[src/design/eag_map.svh]
// Purpose: constants for the effective address generator
// Assumes: 16-bit core, 20-bit physical space
// Notes: definitions only
`ifndef EAG_MAP_SVH
`define EAG_MAP_SVH
`define EAG_ADDR_W 16
`define EAG_PHYS_W 20
`define EAG_SEG_SHIFT 4
`define EAG_PORT_DIRECT_W 8
`define EAG_BCD_DIGIT_W 4
`define EAG_ZERO16 16'h0000
`define EAG_STEP_BYTE 16'h0001
`define EAG_STEP_WORD 16'h0002
`endif

[src/design/eag_pkg.sv]
// Purpose: types for the effective address generator
// Assumes: widths are written out here; the map header is not included
// Notes: none
package eag_pkg;
    typedef enum logic [2:0] {
        eag_mode_direct, eag_mode_indirect, eag_mode_based, eag_mode_indexed,
        eag_mode_based_index, eag_mode_string, eag_mode_io_direct, eag_mode_io_indirect
    } eag_mode_type;
    typedef enum logic [0:0] {eag_base_general, eag_base_pointer} eag_base_type;
    typedef enum logic [0:0] {eag_index_source, eag_index_dest} eag_index_type;
    typedef enum logic [1:0] {eag_seg_data, eag_seg_extra, eag_seg_stack, eag_seg_code} eag_seg_type;
    typedef enum logic [1:0] {eag_ind_base, eag_ind_index, eag_ind_any} eag_ind_type;
    typedef struct packed {
        logic valid;
        eag_mode_type mode;
        eag_base_type base_sel;
        eag_index_type index_sel;
        eag_ind_type ind_src;
        logic [2:0] any_reg;
        logic disp_wide;
        logic [15:0] disp;
        logic override;
        eag_seg_type override_seg;
        logic str_word;
        logic str_down;
        logic str_dest;
        logic str_repeat;
    } eag_req_type;
    typedef struct packed {
        logic [15:0] general_base_reg;
        logic [15:0] base_pointer_reg;
        logic [15:0] source_index_reg;
        logic [15:0] dest_index_reg;
        logic [15:0] port_pointer_reg;
        logic [15:0] data_segment_reg;
        logic [15:0] extra_segment_reg;
        logic [15:0] stack_segment_reg;
        logic [7:0][15:0] gen_regs;
    } eag_regs_type;
    typedef struct packed {
        logic valid;
        logic is_io;
        logic [15:0] offset;
        eag_seg_type seg;
        logic [19:0] phys;
        logic index_upd;
        logic [15:0] next_source_index;
        logic [15:0] next_dest_index;
    } eag_resp_type;
    typedef struct packed {
        eag_resp_type resp;
    } eag_state_type;
endpackage

[src/design/eag_core.sv]
// Purpose: effective address, segment choice and port number for the core
// Assumes: decoder gives mode and displacement; register file values are stable
// Notes: one-cycle latency, result in a register
// How it works
// RULE1 - base is general or pointer; index source/dest
// RULE2 - pointer base defaults to stack, override allowed
// RULE3 - direct mode uses displacement only
// RULE4 - register indirect takes register unchanged
// RULE5 - indirect jump may use any general register
// RULE6 - based adds displacement and base
// RULE7 - indexed adds displacement and index
// RULE8 - based index sums base, index, displacement
// RULE9 - strings use source/dest index implicitly
// RULE10 - repeated strings step both index registers
// RULE11 - source with data, dest with extra
// RULE12 - strings span up to full segment
// RULE13 - memory-mapped ports use any memory mode
// RULE14 - direct port number is 8-bit immediate
// RULE15 - indirect port number from port pointer
// RULE16 - signed operands are two's complement
// RULE17 - packed decimal: one digit per nibble
// RULE18 - long pointer is selector plus offset
// RULE19 - offset is unsigned 16-bit distance
// RULE20 - physical is shifted segment plus offset
// RULE21 - displacement is 8 or 16 bits
// RULE22 - sum wraps at 16 bits, short disp sign-extended
// RULE23 - non-pointer forms default to data segment
`timescale 1ns/10ps
`include "eag_map.svh"
module eag_core
    import eag_pkg::*;
(
    input wire logic clk_sys,
    input wire logic rst_b,
    input wire eag_req_type req,
    input wire eag_regs_type regs,
    input wire logic [15:0] ptr_selector,
    input wire logic [15:0] ptr_offset,
    output eag_resp_type resp,
    output logic [19:0] long_ptr_phys,
    output logic [7:0] bcd_low_digit,
    output logic [7:0] bcd_high_digit,
    output logic [15:0] sext_disp
);
    // ****************************************
    // state
    // ****************************************
    eag_state_type state;
    eag_state_type next_state;
    logic [19:0] lp_phys;
    logic [19:0] next_lp_phys;
    logic [7:0] bcd_lo;
    logic [7:0] bcd_hi;
    logic [15:0] sx;

    function automatic logic [19:0] phys_of(input logic [15:0] seg, input logic [15:0] off);
        phys_of = {seg, 4'h0} + {4'h0, off}; // see RULE20
    endfunction

    // ****************************************
    // address formation
    // ****************************************
    always_comb begin
        logic [15:0] disp_ext;
        logic [15:0] base_val;
        logic [15:0] index_val;
        logic [15:0] step;
        logic [15:0] seg_val;
        eag_seg_type dflt;
        disp_ext = req.disp_wide ? req.disp : {{8{req.disp[7]}}, req.disp[7:0]}; // see RULE21 see RULE22 see RULE16
        base_val = (req.base_sel == eag_base_pointer) ? regs.base_pointer_reg : regs.general_base_reg; // see RULE1
        index_val = (req.index_sel == eag_index_dest) ? regs.dest_index_reg : regs.source_index_reg; // see RULE1
        step = req.str_word ? `EAG_STEP_WORD : `EAG_STEP_BYTE;
        dflt = eag_seg_data; // see RULE23
        seg_val = regs.data_segment_reg;
        next_state = state;
        next_state.resp.valid = req.valid;
        next_state.resp.is_io = 1'b0;
        next_state.resp.index_upd = 1'b0;
        next_state.resp.next_source_index = regs.source_index_reg;
        next_state.resp.next_dest_index = regs.dest_index_reg;
        // offsets are 16-bit sums, carry out dropped so they wrap in segment
        unique case (req.mode)
            eag_mode_direct: begin
                next_state.resp.offset = disp_ext; // see RULE3
            end
            eag_mode_indirect: begin
                unique case (req.ind_src)
                    eag_ind_base: next_state.resp.offset = base_val; // see RULE4
                    eag_ind_index: next_state.resp.offset = index_val; // see RULE4
                    default: next_state.resp.offset = regs.gen_regs[req.any_reg]; // see RULE5
                endcase
                if (req.ind_src == eag_ind_base && req.base_sel == eag_base_pointer) begin
                    dflt = eag_seg_stack; // see RULE2
                end
            end
            eag_mode_based: begin
                next_state.resp.offset = 16'(disp_ext + base_val); // see RULE6 see RULE22
                if (req.base_sel == eag_base_pointer) begin
                    dflt = eag_seg_stack; // see RULE2
                end
            end
            eag_mode_indexed: begin
                next_state.resp.offset = 16'(disp_ext + index_val); // see RULE7 see RULE22
            end
            eag_mode_based_index: begin
                next_state.resp.offset = 16'(base_val + index_val + disp_ext); // see RULE8 see RULE22
                if (req.base_sel == eag_base_pointer) begin
                    dflt = eag_seg_stack; // see RULE2
                end
            end
            eag_mode_string: begin
                // full 16-bit pointer so a string may cover the whole segment
                next_state.resp.offset = req.str_dest ? regs.dest_index_reg : regs.source_index_reg; // see RULE9 see RULE12
                dflt = req.str_dest ? eag_seg_extra : eag_seg_data; // see RULE11
                next_state.resp.index_upd = req.str_repeat; // see RULE10
                next_state.resp.next_source_index = req.str_down ?
                    16'(regs.source_index_reg - step) : 16'(regs.source_index_reg + step); // see RULE10
                next_state.resp.next_dest_index = req.str_down ?
                    16'(regs.dest_index_reg - step) : 16'(regs.dest_index_reg + step); // see RULE10
            end
            eag_mode_io_direct: begin
                next_state.resp.offset = {8'h00, req.disp[`EAG_PORT_DIRECT_W-1:0]}; // see RULE14
                next_state.resp.is_io = 1'b1;
            end
            eag_mode_io_indirect: begin
                next_state.resp.offset = regs.port_pointer_reg; // see RULE15
                next_state.resp.is_io = 1'b1;
            end
        endcase
        // string destination cannot be overridden; other memory forms can
        if (req.override && !(req.mode == eag_mode_string && req.str_dest)) begin
            next_state.resp.seg = req.override_seg; // see RULE2
        end else begin
            next_state.resp.seg = dflt;
        end
        unique case (next_state.resp.seg)
            eag_seg_extra: seg_val = regs.extra_segment_reg;
            eag_seg_stack: seg_val = regs.stack_segment_reg;
            default: seg_val = regs.data_segment_reg;
        endcase
        // memory-mapped ports need nothing extra: same path as memory
        next_state.resp.phys = next_state.resp.is_io ? {4'h0, next_state.resp.offset} :
            phys_of(seg_val, next_state.resp.offset); // see RULE13 see RULE19 see RULE20
        next_lp_phys = phys_of(ptr_selector, ptr_offset); // see RULE18
    end

    // ****************************************
    // registers
    // ****************************************
    always_ff @(posedge clk_sys) begin
        if (!rst_b) begin
            state <= '0;
            lp_phys <= '0;
            bcd_lo <= '0;
            bcd_hi <= '0;
            sx <= `EAG_ZERO16;
        end else begin
            state <= next_state;
            lp_phys <= next_lp_phys;
            bcd_lo <= {4'h0, req.disp[`EAG_BCD_DIGIT_W-1:0]}; // see RULE17
            bcd_hi <= {4'h0, req.disp[7:`EAG_BCD_DIGIT_W]}; // see RULE17
            sx <= req.disp_wide ? req.disp : {{8{req.disp[7]}}, req.disp[7:0]}; // see RULE16
        end
    end

    assign resp = state.resp;
    assign long_ptr_phys = lp_phys;
    assign bcd_low_digit = bcd_lo;
    assign bcd_high_digit = bcd_hi;
    assign sext_disp = sx;
endmodule

[config.mk]
export PLATFORM = sky130hd
export DESIGN_NAME = eag_core
export DESIGN_NICKNAME = d
export VERILOG_FILES = /design/src/design/eag_pkg.sv /design/src/design/eag_core.sv
export VERILOG_INCLUDE_DIRS = /design/src /design/src/design
export SDC_FILE = /design/constraint.sdc
export NUM_CORES = 1
export LEC_CHECK = 0
export ABC_AREA = 1
export BUFFER_PORTS_ARGS = -buffer_cell sky130_fd_sc_hd__buf_2
export CAP_MARGIN = 20
export CORE_AREA = 2 2 177 179
export DETAILED_ROUTE_END_ITERATION = 6
export DIE_AREA = 0 0 179 181
export PLACE_DENSITY = 0.61
export SYNTH_ARGS = -nofsm -noshare
export SYNTH_HDL_FRONTEND = slang
export SYNTH_SLANG_ARGS = --single-unit
[constraint.sdc]
create_clock -name clk_sys -period 8.3 [get_ports clk_sys]
set_input_delay 0.83 -clock clk_sys [delete_from_list [all_inputs] [get_ports clk_sys]]
set_output_delay 0.83 -clock clk_sys [all_outputs]
set_load 0.01 [all_outputs]
# After elaboration in Yosys (flattened, before gate mapping)
# Index checks and enable logic that the tools add are counted.
# word_totals
reg_bits	125
inputBits	325
output_inout_bits	125
wordCells	67
# classes
n_addsub	10
order_cmp	1
eq_ne	10
muxes	20
bitwise	1
reduce_logical	10
# op_table
cell	count
two-way mux 16 bit	8
case mux 16 bit (8 select lines)	1
adder 16 bit	4
case mux 16 bit (2 select lines)	2
binary-select mux 16 bit (select 3 bit)	1
adder 20 x 16 -> 20 bit	2
adder 16 x 2 -> 16 bit	2
two-way mux 32 bit	1
subtractor 16 x 2 -> 16 bit	2
equality test 3 bit (second input constant)	4
two-way mux 2 bit	4
equality test 3 x 2 -> 1 bit (second input constant)	2
case mux 2 bit (3 select lines)	1
OR reduction 2 bit	3
equality test 2 x 1 -> 1 bit (second input constant)	2
< comparator 3 x 4 -> 1 bit (second input constant)	1
equality test 3 x 1 -> 1 bit (second input constant)	1
logical AND 1 bit	3
logical NOT 3 bit	1
equality test 2 bit (second input constant)	1
logical NOT 2 bit	1
two-way mux 1 bit	2
AND reduction 2 bit	1
logical NOT 1 bit	1
NOT 1 bit	1

# Depth between registers and ports, before layout
# Gate-level depths: netlist of the first run.
# depth
ltp_word	9
depth_mapped	31
ltp_nobuf	29

# Worst setup path before layout of the first run
# No wires, ideal clock.
# synth_timing
path_kind	input to register
from	input port req[30] (netlist bit)
to	register state (netlist bit resp[49])
setup_ps	119
arrival_ps	4434
t_required_ps	8181
path_slack_ps	3746
cell_stages	27
n_path_buf	2
cell_sequence	buf_4 -> buf_2 -> mux2i_1 -> fa_1 -> inv_1 -> ha_1 -> inv_1 -> fa_1 -> inv_1 -> nand3_1 -> nand3_1 -> nand2_1 -> nand2_1 -> nand2_1 -> nand3_1 -> nand3_1 -> nor2_1 -> nand2_1 -> ha_1 -> a21oi_1 -> o21ai_0 -> nand2_1 -> nand3_1 -> nand3_1 -> nand2_1 -> o21ai_0 -> a21oi_1
# synth_rtl
item	line_no	text
from (decl)	eag_core.sv:35	input wire eag_req_type req,
to (signal assigned)	eag_core.sv:159	state <= next_state;
to (decl)	eag_core.sv:48	eag_state_type state;

==> results of run 1 <==
-- layout make-up --
type	instances	area, um^2	share of cell area (%)
Tap cell	396	495	3.48
Antenna cell	4	10.0	0.0702
Sequential cell	105	2100	14.7
Multi-Input combinational cell	1511	8040	56.4
Timing Repair Buffer	449	2270	15.9
Inverter	276	1040	7.27
Clock buffer	10	239	1.68
Clock inverter	5	70.1	0.491
-- metrics by stage --
stage / utilization, % / setup WS, ps / hold WS [ps]
detailed placement: 45.9 / 3040 / 1020
CTS: 46.9 / 3380 / 645
floorplan: - / 3750 / 923
global placement: 45.9 / 3050 / 1010
finish: 47.0 / 3280 / 653
global route: 47.0 / 2760 / 657
-- cells by family after synthesis --
kind of cell	after synthesis	synth area share [%]
simple gates	986	34.9
compound gates	382	18.9
buf+inv	366	13.1
fa+ha+maj	106	12.7
flops	105	18.1
xor+xnor	28	2.11
other cells	1	0.0322
mux	1	0.0860
-- metal layers --
metal	vias to the layer above	global-route usage, %	wire, um
met1	6503	40.8	21900
met2	517	47.9	22500
li1	7139	-	-
met4	4	6.50	1020
met5	-	0	31
met3	68	5.22	3680
-- worst max-delay path by stage --
| stage | start | to | depth (start not counted) |
|---|---|---|---|
| final | req[30] | resp[51] | 28 |
| after global routing | req[33] | resp[52] | 20 |
| after CTS | req[30] | resp[51] | 28 |
| after detailed placement | req[30] | resp[51] | 28 |
| after global placement | req[33] | resp[52] | 21 |
| after floorplan | req[30] | resp[49] | 27 |
-- flip-flops by register name (all words and copies together) (netlist names) --
name,count
long_ptr_phys,20
resp,69
bcd_high_digit,3
bcd_low_digit,3
sext_disp,10
-- placed cells by master (no fill, tap or decap), types with 9 or more instances in the layout --
cell type / instances
nand2_1: 593
or2_2: 14
xor2_1: 15
o211ai_1: 24
fa_1: 21
inv_2: 11
nor2_1: 169
a21oi_1: 138
ha_1: 85
a31oi_1: 12
o21ai_0: 141
buf_2: 441
a21o_1: 9
a221o_1: 12
dfxtp_1: 105
clkbuf_16: 9
inv_1: 263
nand4_1: 15
xnor2_1: 13
o21bai_1: 11
nand3_1: 169
-- power breakdown --
group / internal (W) / switching [W] / total (W) / leakage [nW]
registers: 0.000560 / 0.0000196 / 0.000580 / 0.874
logic: 0.000419 / 0.000712 / 0.00113 / 7.18
clock network: 0.000247 / 0.000217 / 0.000465 / 0.153
-- tightest hold or removal path: stages --
cell     delay, ps
buf_2           80
nand2_1         40
inv_1           40
==> results.md, run 1 <==
- Seq/Total Area, Yosys: around 18%
- Clk slew on worst S/H paths: about 80 ps
- Total gr overflow: 0
- Area Growth Syn to Fin: 22.5%
- First-pass GRT wire length: ~74000 um
- Async SR Flop Fraction: 0%
- Die width: ~180 um
- Worst Path Max Fanout: 18
- DRT iter0 DRCs: 978
- Synth cell count leaders: 593 x nand2_1, 263 x inv_1, 169 x nand3_1, 169 x nor2_1, 141 x o21ai_0
- CP Class: input pin to register
- Final nets: roughly 2800
- Final Max Slew Viols: 0
- GRT Total Usage: 29.6%
- Hold path startpoint: ptr_offset[1]
- Layout cells sized above 1: 21.1%
- Slew headroom: between 30% and 40%
- First drt pass iteration count: 7
- Max_cap viols: 0
- CP peak stage delay: roughly 520 ps
- Filler Cells Inserted: 3326
- Row Count: 64
- Total power: between 0.002 and 0.0025 W
- Vias/cell: ~5.2
- Status: finished, final reports clean
- Post-route design area: 14300 um^2
- FF+latch count, synth: 105
- Yosys warnings: 0
- Critical Path Most Common Cell: nand2_1
- TritonCTS clock tree: done
- Top-Level Pins: 450
- Hold WC Path Type: input pin to register
- Initial antenna violation count: 6
- Detail Placement HPWL: approximately 40000 um
- Root buf cell: clkbuf_16
- Max stage delay cell, worst path: fa_1
- Crit-path leading delay family: simple AND/OR/NAND/NOR gates
- Post-synth EDFFs: 0
- Synth Flop Type: dfxtp_1
- P per Cell Area: roughly 150 nW/um^2
- DP Cell Count: around 2700
- CP endpoint kind: register
- Placed cell area: about 14000 um^2
- Mapped Cells: ~2000
- Core area: between 30000 and 40000 um^2
- Post-CTS Setup Repair Bufs: 0
- H-tree depth: 3
- Drt drc: 0
- CP bufs+invs: 5
- Top cell type's share of synthesized area: between 10% and 20%
- Crit path DAT: 5270 ps
- Top post-synthesis cells by area: nand2_1 19%, dfxtp_1 18%, ha_1 9.1%, inv_1 8.5%, nand3_1 7.3%
- Vias in the first global route: about 13000
- WL final: approximately 49000 um
- Post-Syn Area: between 10000 and 15000 um^2
- Setup-failing EPs final: 0
- DR vias: 14200
- Hold path cells: 3
- Finished Layout Cells: about 2800
- Final Hold Viols: 0
- CTS buffer count: 9
- IO Port Bufs: roughly 440
- Initial Utilization: between 30% and 40%
- Sink Count: between 100 and 150
- Total negative slack: 0 ps
- Worst VDD drop: 0.0897 mV
- Avg WL per Cell: 17.8 um
- Data required, critical path: 8550 ps
- Post-cts sizing count: 0
- Die height: between 150 and 200 um
- Fin crit share: just over 60%
- RSZ-0062 raised after global routing: no
- Final Critical Period: 5020 ps
- DRT antenna net count: 0
- LEAKAGE: a little over 8 nW
- Hold_buf cts: 0
- Hold EP: long_ptr_phys[1]
- Post-synthesis cell type count: 48
- Synth area leader: nand2_1
- Die area: between 30000 and 40000 um^2
- Clk buf depth: 2
- Max Fclk: 199 MHz
- GPL Wtd Cong: ~1.0
- Mean Syn Cell Area: ~5.9 um^2
- Largest net degree at the start of global routing: 66
- Worst slew pin tran: just over 1000 ps
- Type of origin of the critical path: input pin
- Count leader, synth: nand2_1
Power figures use the tool's default switching activity.
==> inputs of run 2 (changes only) <==
==> constraint.sdc (replaced) <==
create_clock -name clk_sys -period 4.7 [get_ports clk_sys]
set_input_delay 0.47 -clock clk_sys [delete_from_list [all_inputs] [get_ports clk_sys]]
set_output_delay 0.47 -clock clk_sys [all_outputs]
set_load 0.01 [all_outputs]
==> results.md, run 2 (synthesis gave the netlist of run 1 again) <==
- Placement Setup Slack: -10.2 ps (-3050 ps)
- Die area: 32400 um^2 (unchanged)
- Die width: 179 um (unchanged)
- Total gr overflow: 0 (unchanged)
- Int Pwr: 0.00232 W (+89%)
- Initial antenna violation count: 8 (+2)
- Seq pwr share: 25.5% (-1.2 points)
- Fin util: 48.6% (+1.7 points)
- Final Max Slew Viols: 0 (unchanged)
- First-pass GRT wire length: 74900 um (+0.82%)
- Vias/cell: 5.06 (-2.0%)
- Hold slack: 278 ps (-375 ps)
- Vias in the first global route: 13600 (+2.2%)
- DR vias: 14300 (+0.27%)
- Worst VDD drop: 0.200 mV (+120%)
- P_sw: 0.00169 W (+78%)
- Final Critical Period: between 4000 and 5000 ps
- Max Fclk: approximately 240 MHz
- Fin crit share: 90.4%
- Root buf cell: clkbuf_16
- Max FFs per register: 69 (unchanged)
- Clock power share: 21.6% (+0.2 points)
- GPL Wtd Cong: 0.974 (-4.0%)
- Core area: 30300 um^2 (unchanged)
- WL final: 49600 um (+0.96%)
- DRT antenna net count: 0 (unchanged)
- Crit path DAT: 4520 ps (-750 ps)
- DRT iter0 DRCs: 1096 (+12%)
- Data required, critical path: 4970 ps (-3580 ps)
- Most frequent cells in the layout: 593 x nand2_1, 441 x buf_2, 263 x inv_1
- CP endpoint kind: register
- IO Port Bufs: 441 (unchanged)
- LEAKAGE: 8.52 nW (+3.9%)
- Max_cap viols: 0 (unchanged)
- H-tree depth: 3 (unchanged)
- Sink Count: 105 (unchanged)
- Layout cells sized above 1: 23.2% (+2.1 points)
- Worst Path Max Fanout: 9 (-9)
- Detail Placement HPWL: 41500 um (+1.5%)
- Type of origin of the critical path: input pin
- Top-Level Pins: 450 (unchanged)
- Hold WC Path Type: input pin to register
- Die height: 181 um (unchanged)
- Sw Ratio: 42.2% (-1.5 points)
- Largest net degree at the start of global routing: 65 (-1.5%)
- Post-cts sizing count: 0 (unchanged)
- RSZ-0062 raised after global routing: no
- CP Class: input pin to register
- Total power: 0.00401 W (+84%)
- Final nets: 2845 (+2.2%)
- Clk slew on worst S/H paths: 70 ps (about the same)
- Filler Cells Inserted: 3242 (-2.5%)
- Worst slew pin tran: 729 ps (-298 ps)
- Drt drc: 0 (unchanged)
- Post-CTS Setup Repair Bufs: 0 (unchanged)
- Commonest non-fill, non-tap cell in the layout: nand2_1
- GRT Total Usage: 30.1% (+0.54 points)
- First drt pass iteration count: 5 (-2)
- Status: finished, final reports clean
- Setup WS post-layout: 450 ps (-2830 ps)
- Row Count: 64 (unchanged)
- Initial Utilization: 38.4% (unchanged)
- Setup-failing EPs final: 0 (unchanged)
- P per Cell Area: 272 nW/um^2 (+78%)
- TritonCTS clock tree: done
- Clk buf depth: 2 (unchanged)
- Avg WL per Cell: 17.6 um (-1.3%)
- CTS buffer count: 9 (unchanged)
- Combinational share of power: 52.9% (+0.9 points)
- Hold_buf cts: 0 (unchanged)
- Slew headroom: 51.3% (+21 points)
- Area Growth Syn to Fin: 26.8%
- Final Hold Viols: 0 (unchanged)
[run 2: through the flow]
step,instance area [um^2],cells,setup TNS [ps]
6_report,14800,2819,0
5_1_grt,14800,2819,0
4_1_cts,14700,2815,0
3_5_place_dp,14400,2799,-14.3
3_3_place_gp,14400,2799,0
2_1_floorplan,11700,1982,0
[run 2: power groups by stage]
stage | Combinational [W] | Clock, W | Sequential, W
after CTS | 0.00211 | 0.000889 | 0.00102
after detailed placement | 0.00209 | 0 | 0.00104
after floorplan | 0.00127 | 0 | 0.00109
final | 0.00212 | 0.000864 | 0.00102
after global routing | 0.00239 | 0.000912 | 0.00103
after global placement | 0.00209 | 0 | 0.00104
[run 2: area by class of cell]
type | count | area, um^2 | share of cell area, %
multi-input cells | 1511 | 8040 | 54.5
repair buffers | 511 | 2750 | 18.6
flip-flops and latches | 105 | 2100 | 14.2
inverters | 276 | 1040 | 7.02
well taps | 396 | 495 | 3.36
clock buffers | 10 | 239 | 1.62
clock inverters | 6 | 93.8 | 0.636
diodes | 4 | 10.0 | 0.0678
[run 2: routing by layer]
layer	global-route usage, %	up-vias	part of all wire, %	wire [um]
met1	40.9	6385	44	22100
met5	0	-	0.083	41
met4	10.7	6	3.4	1690
met2	47.3	528	44	21900
met3	5.70	99	7.8	3880
li1	-	7251	-	-
[run 2: critical path, stage by stage]
cell and delay, ps:
buf_2 160, inv_1 50, nand2_1 90, inv_1 110, a21oi_1 240, inv_1 160, fa_1 500, ha_1 380
nand2_1 120, nor2_1 230, nand3_1 210, nand3_1 120, nand2_1 50, nand3_1 70, nand3_1 80, nand2_1 100
inv_1 50, ha_1 330, inv_1 50, o21ai_0 140, inv_1 80, o21a_1 200, nand3_1 130, nand2_1 90
nand2_1 110, nand3_1 90, nand2_1 70, nor2_1 40
[run 2: worst paths after layout]
path / startpoint / to / cells past startpoint
max: req[23] / resp[52] / 28
min: req[34] / resp[72] / 3
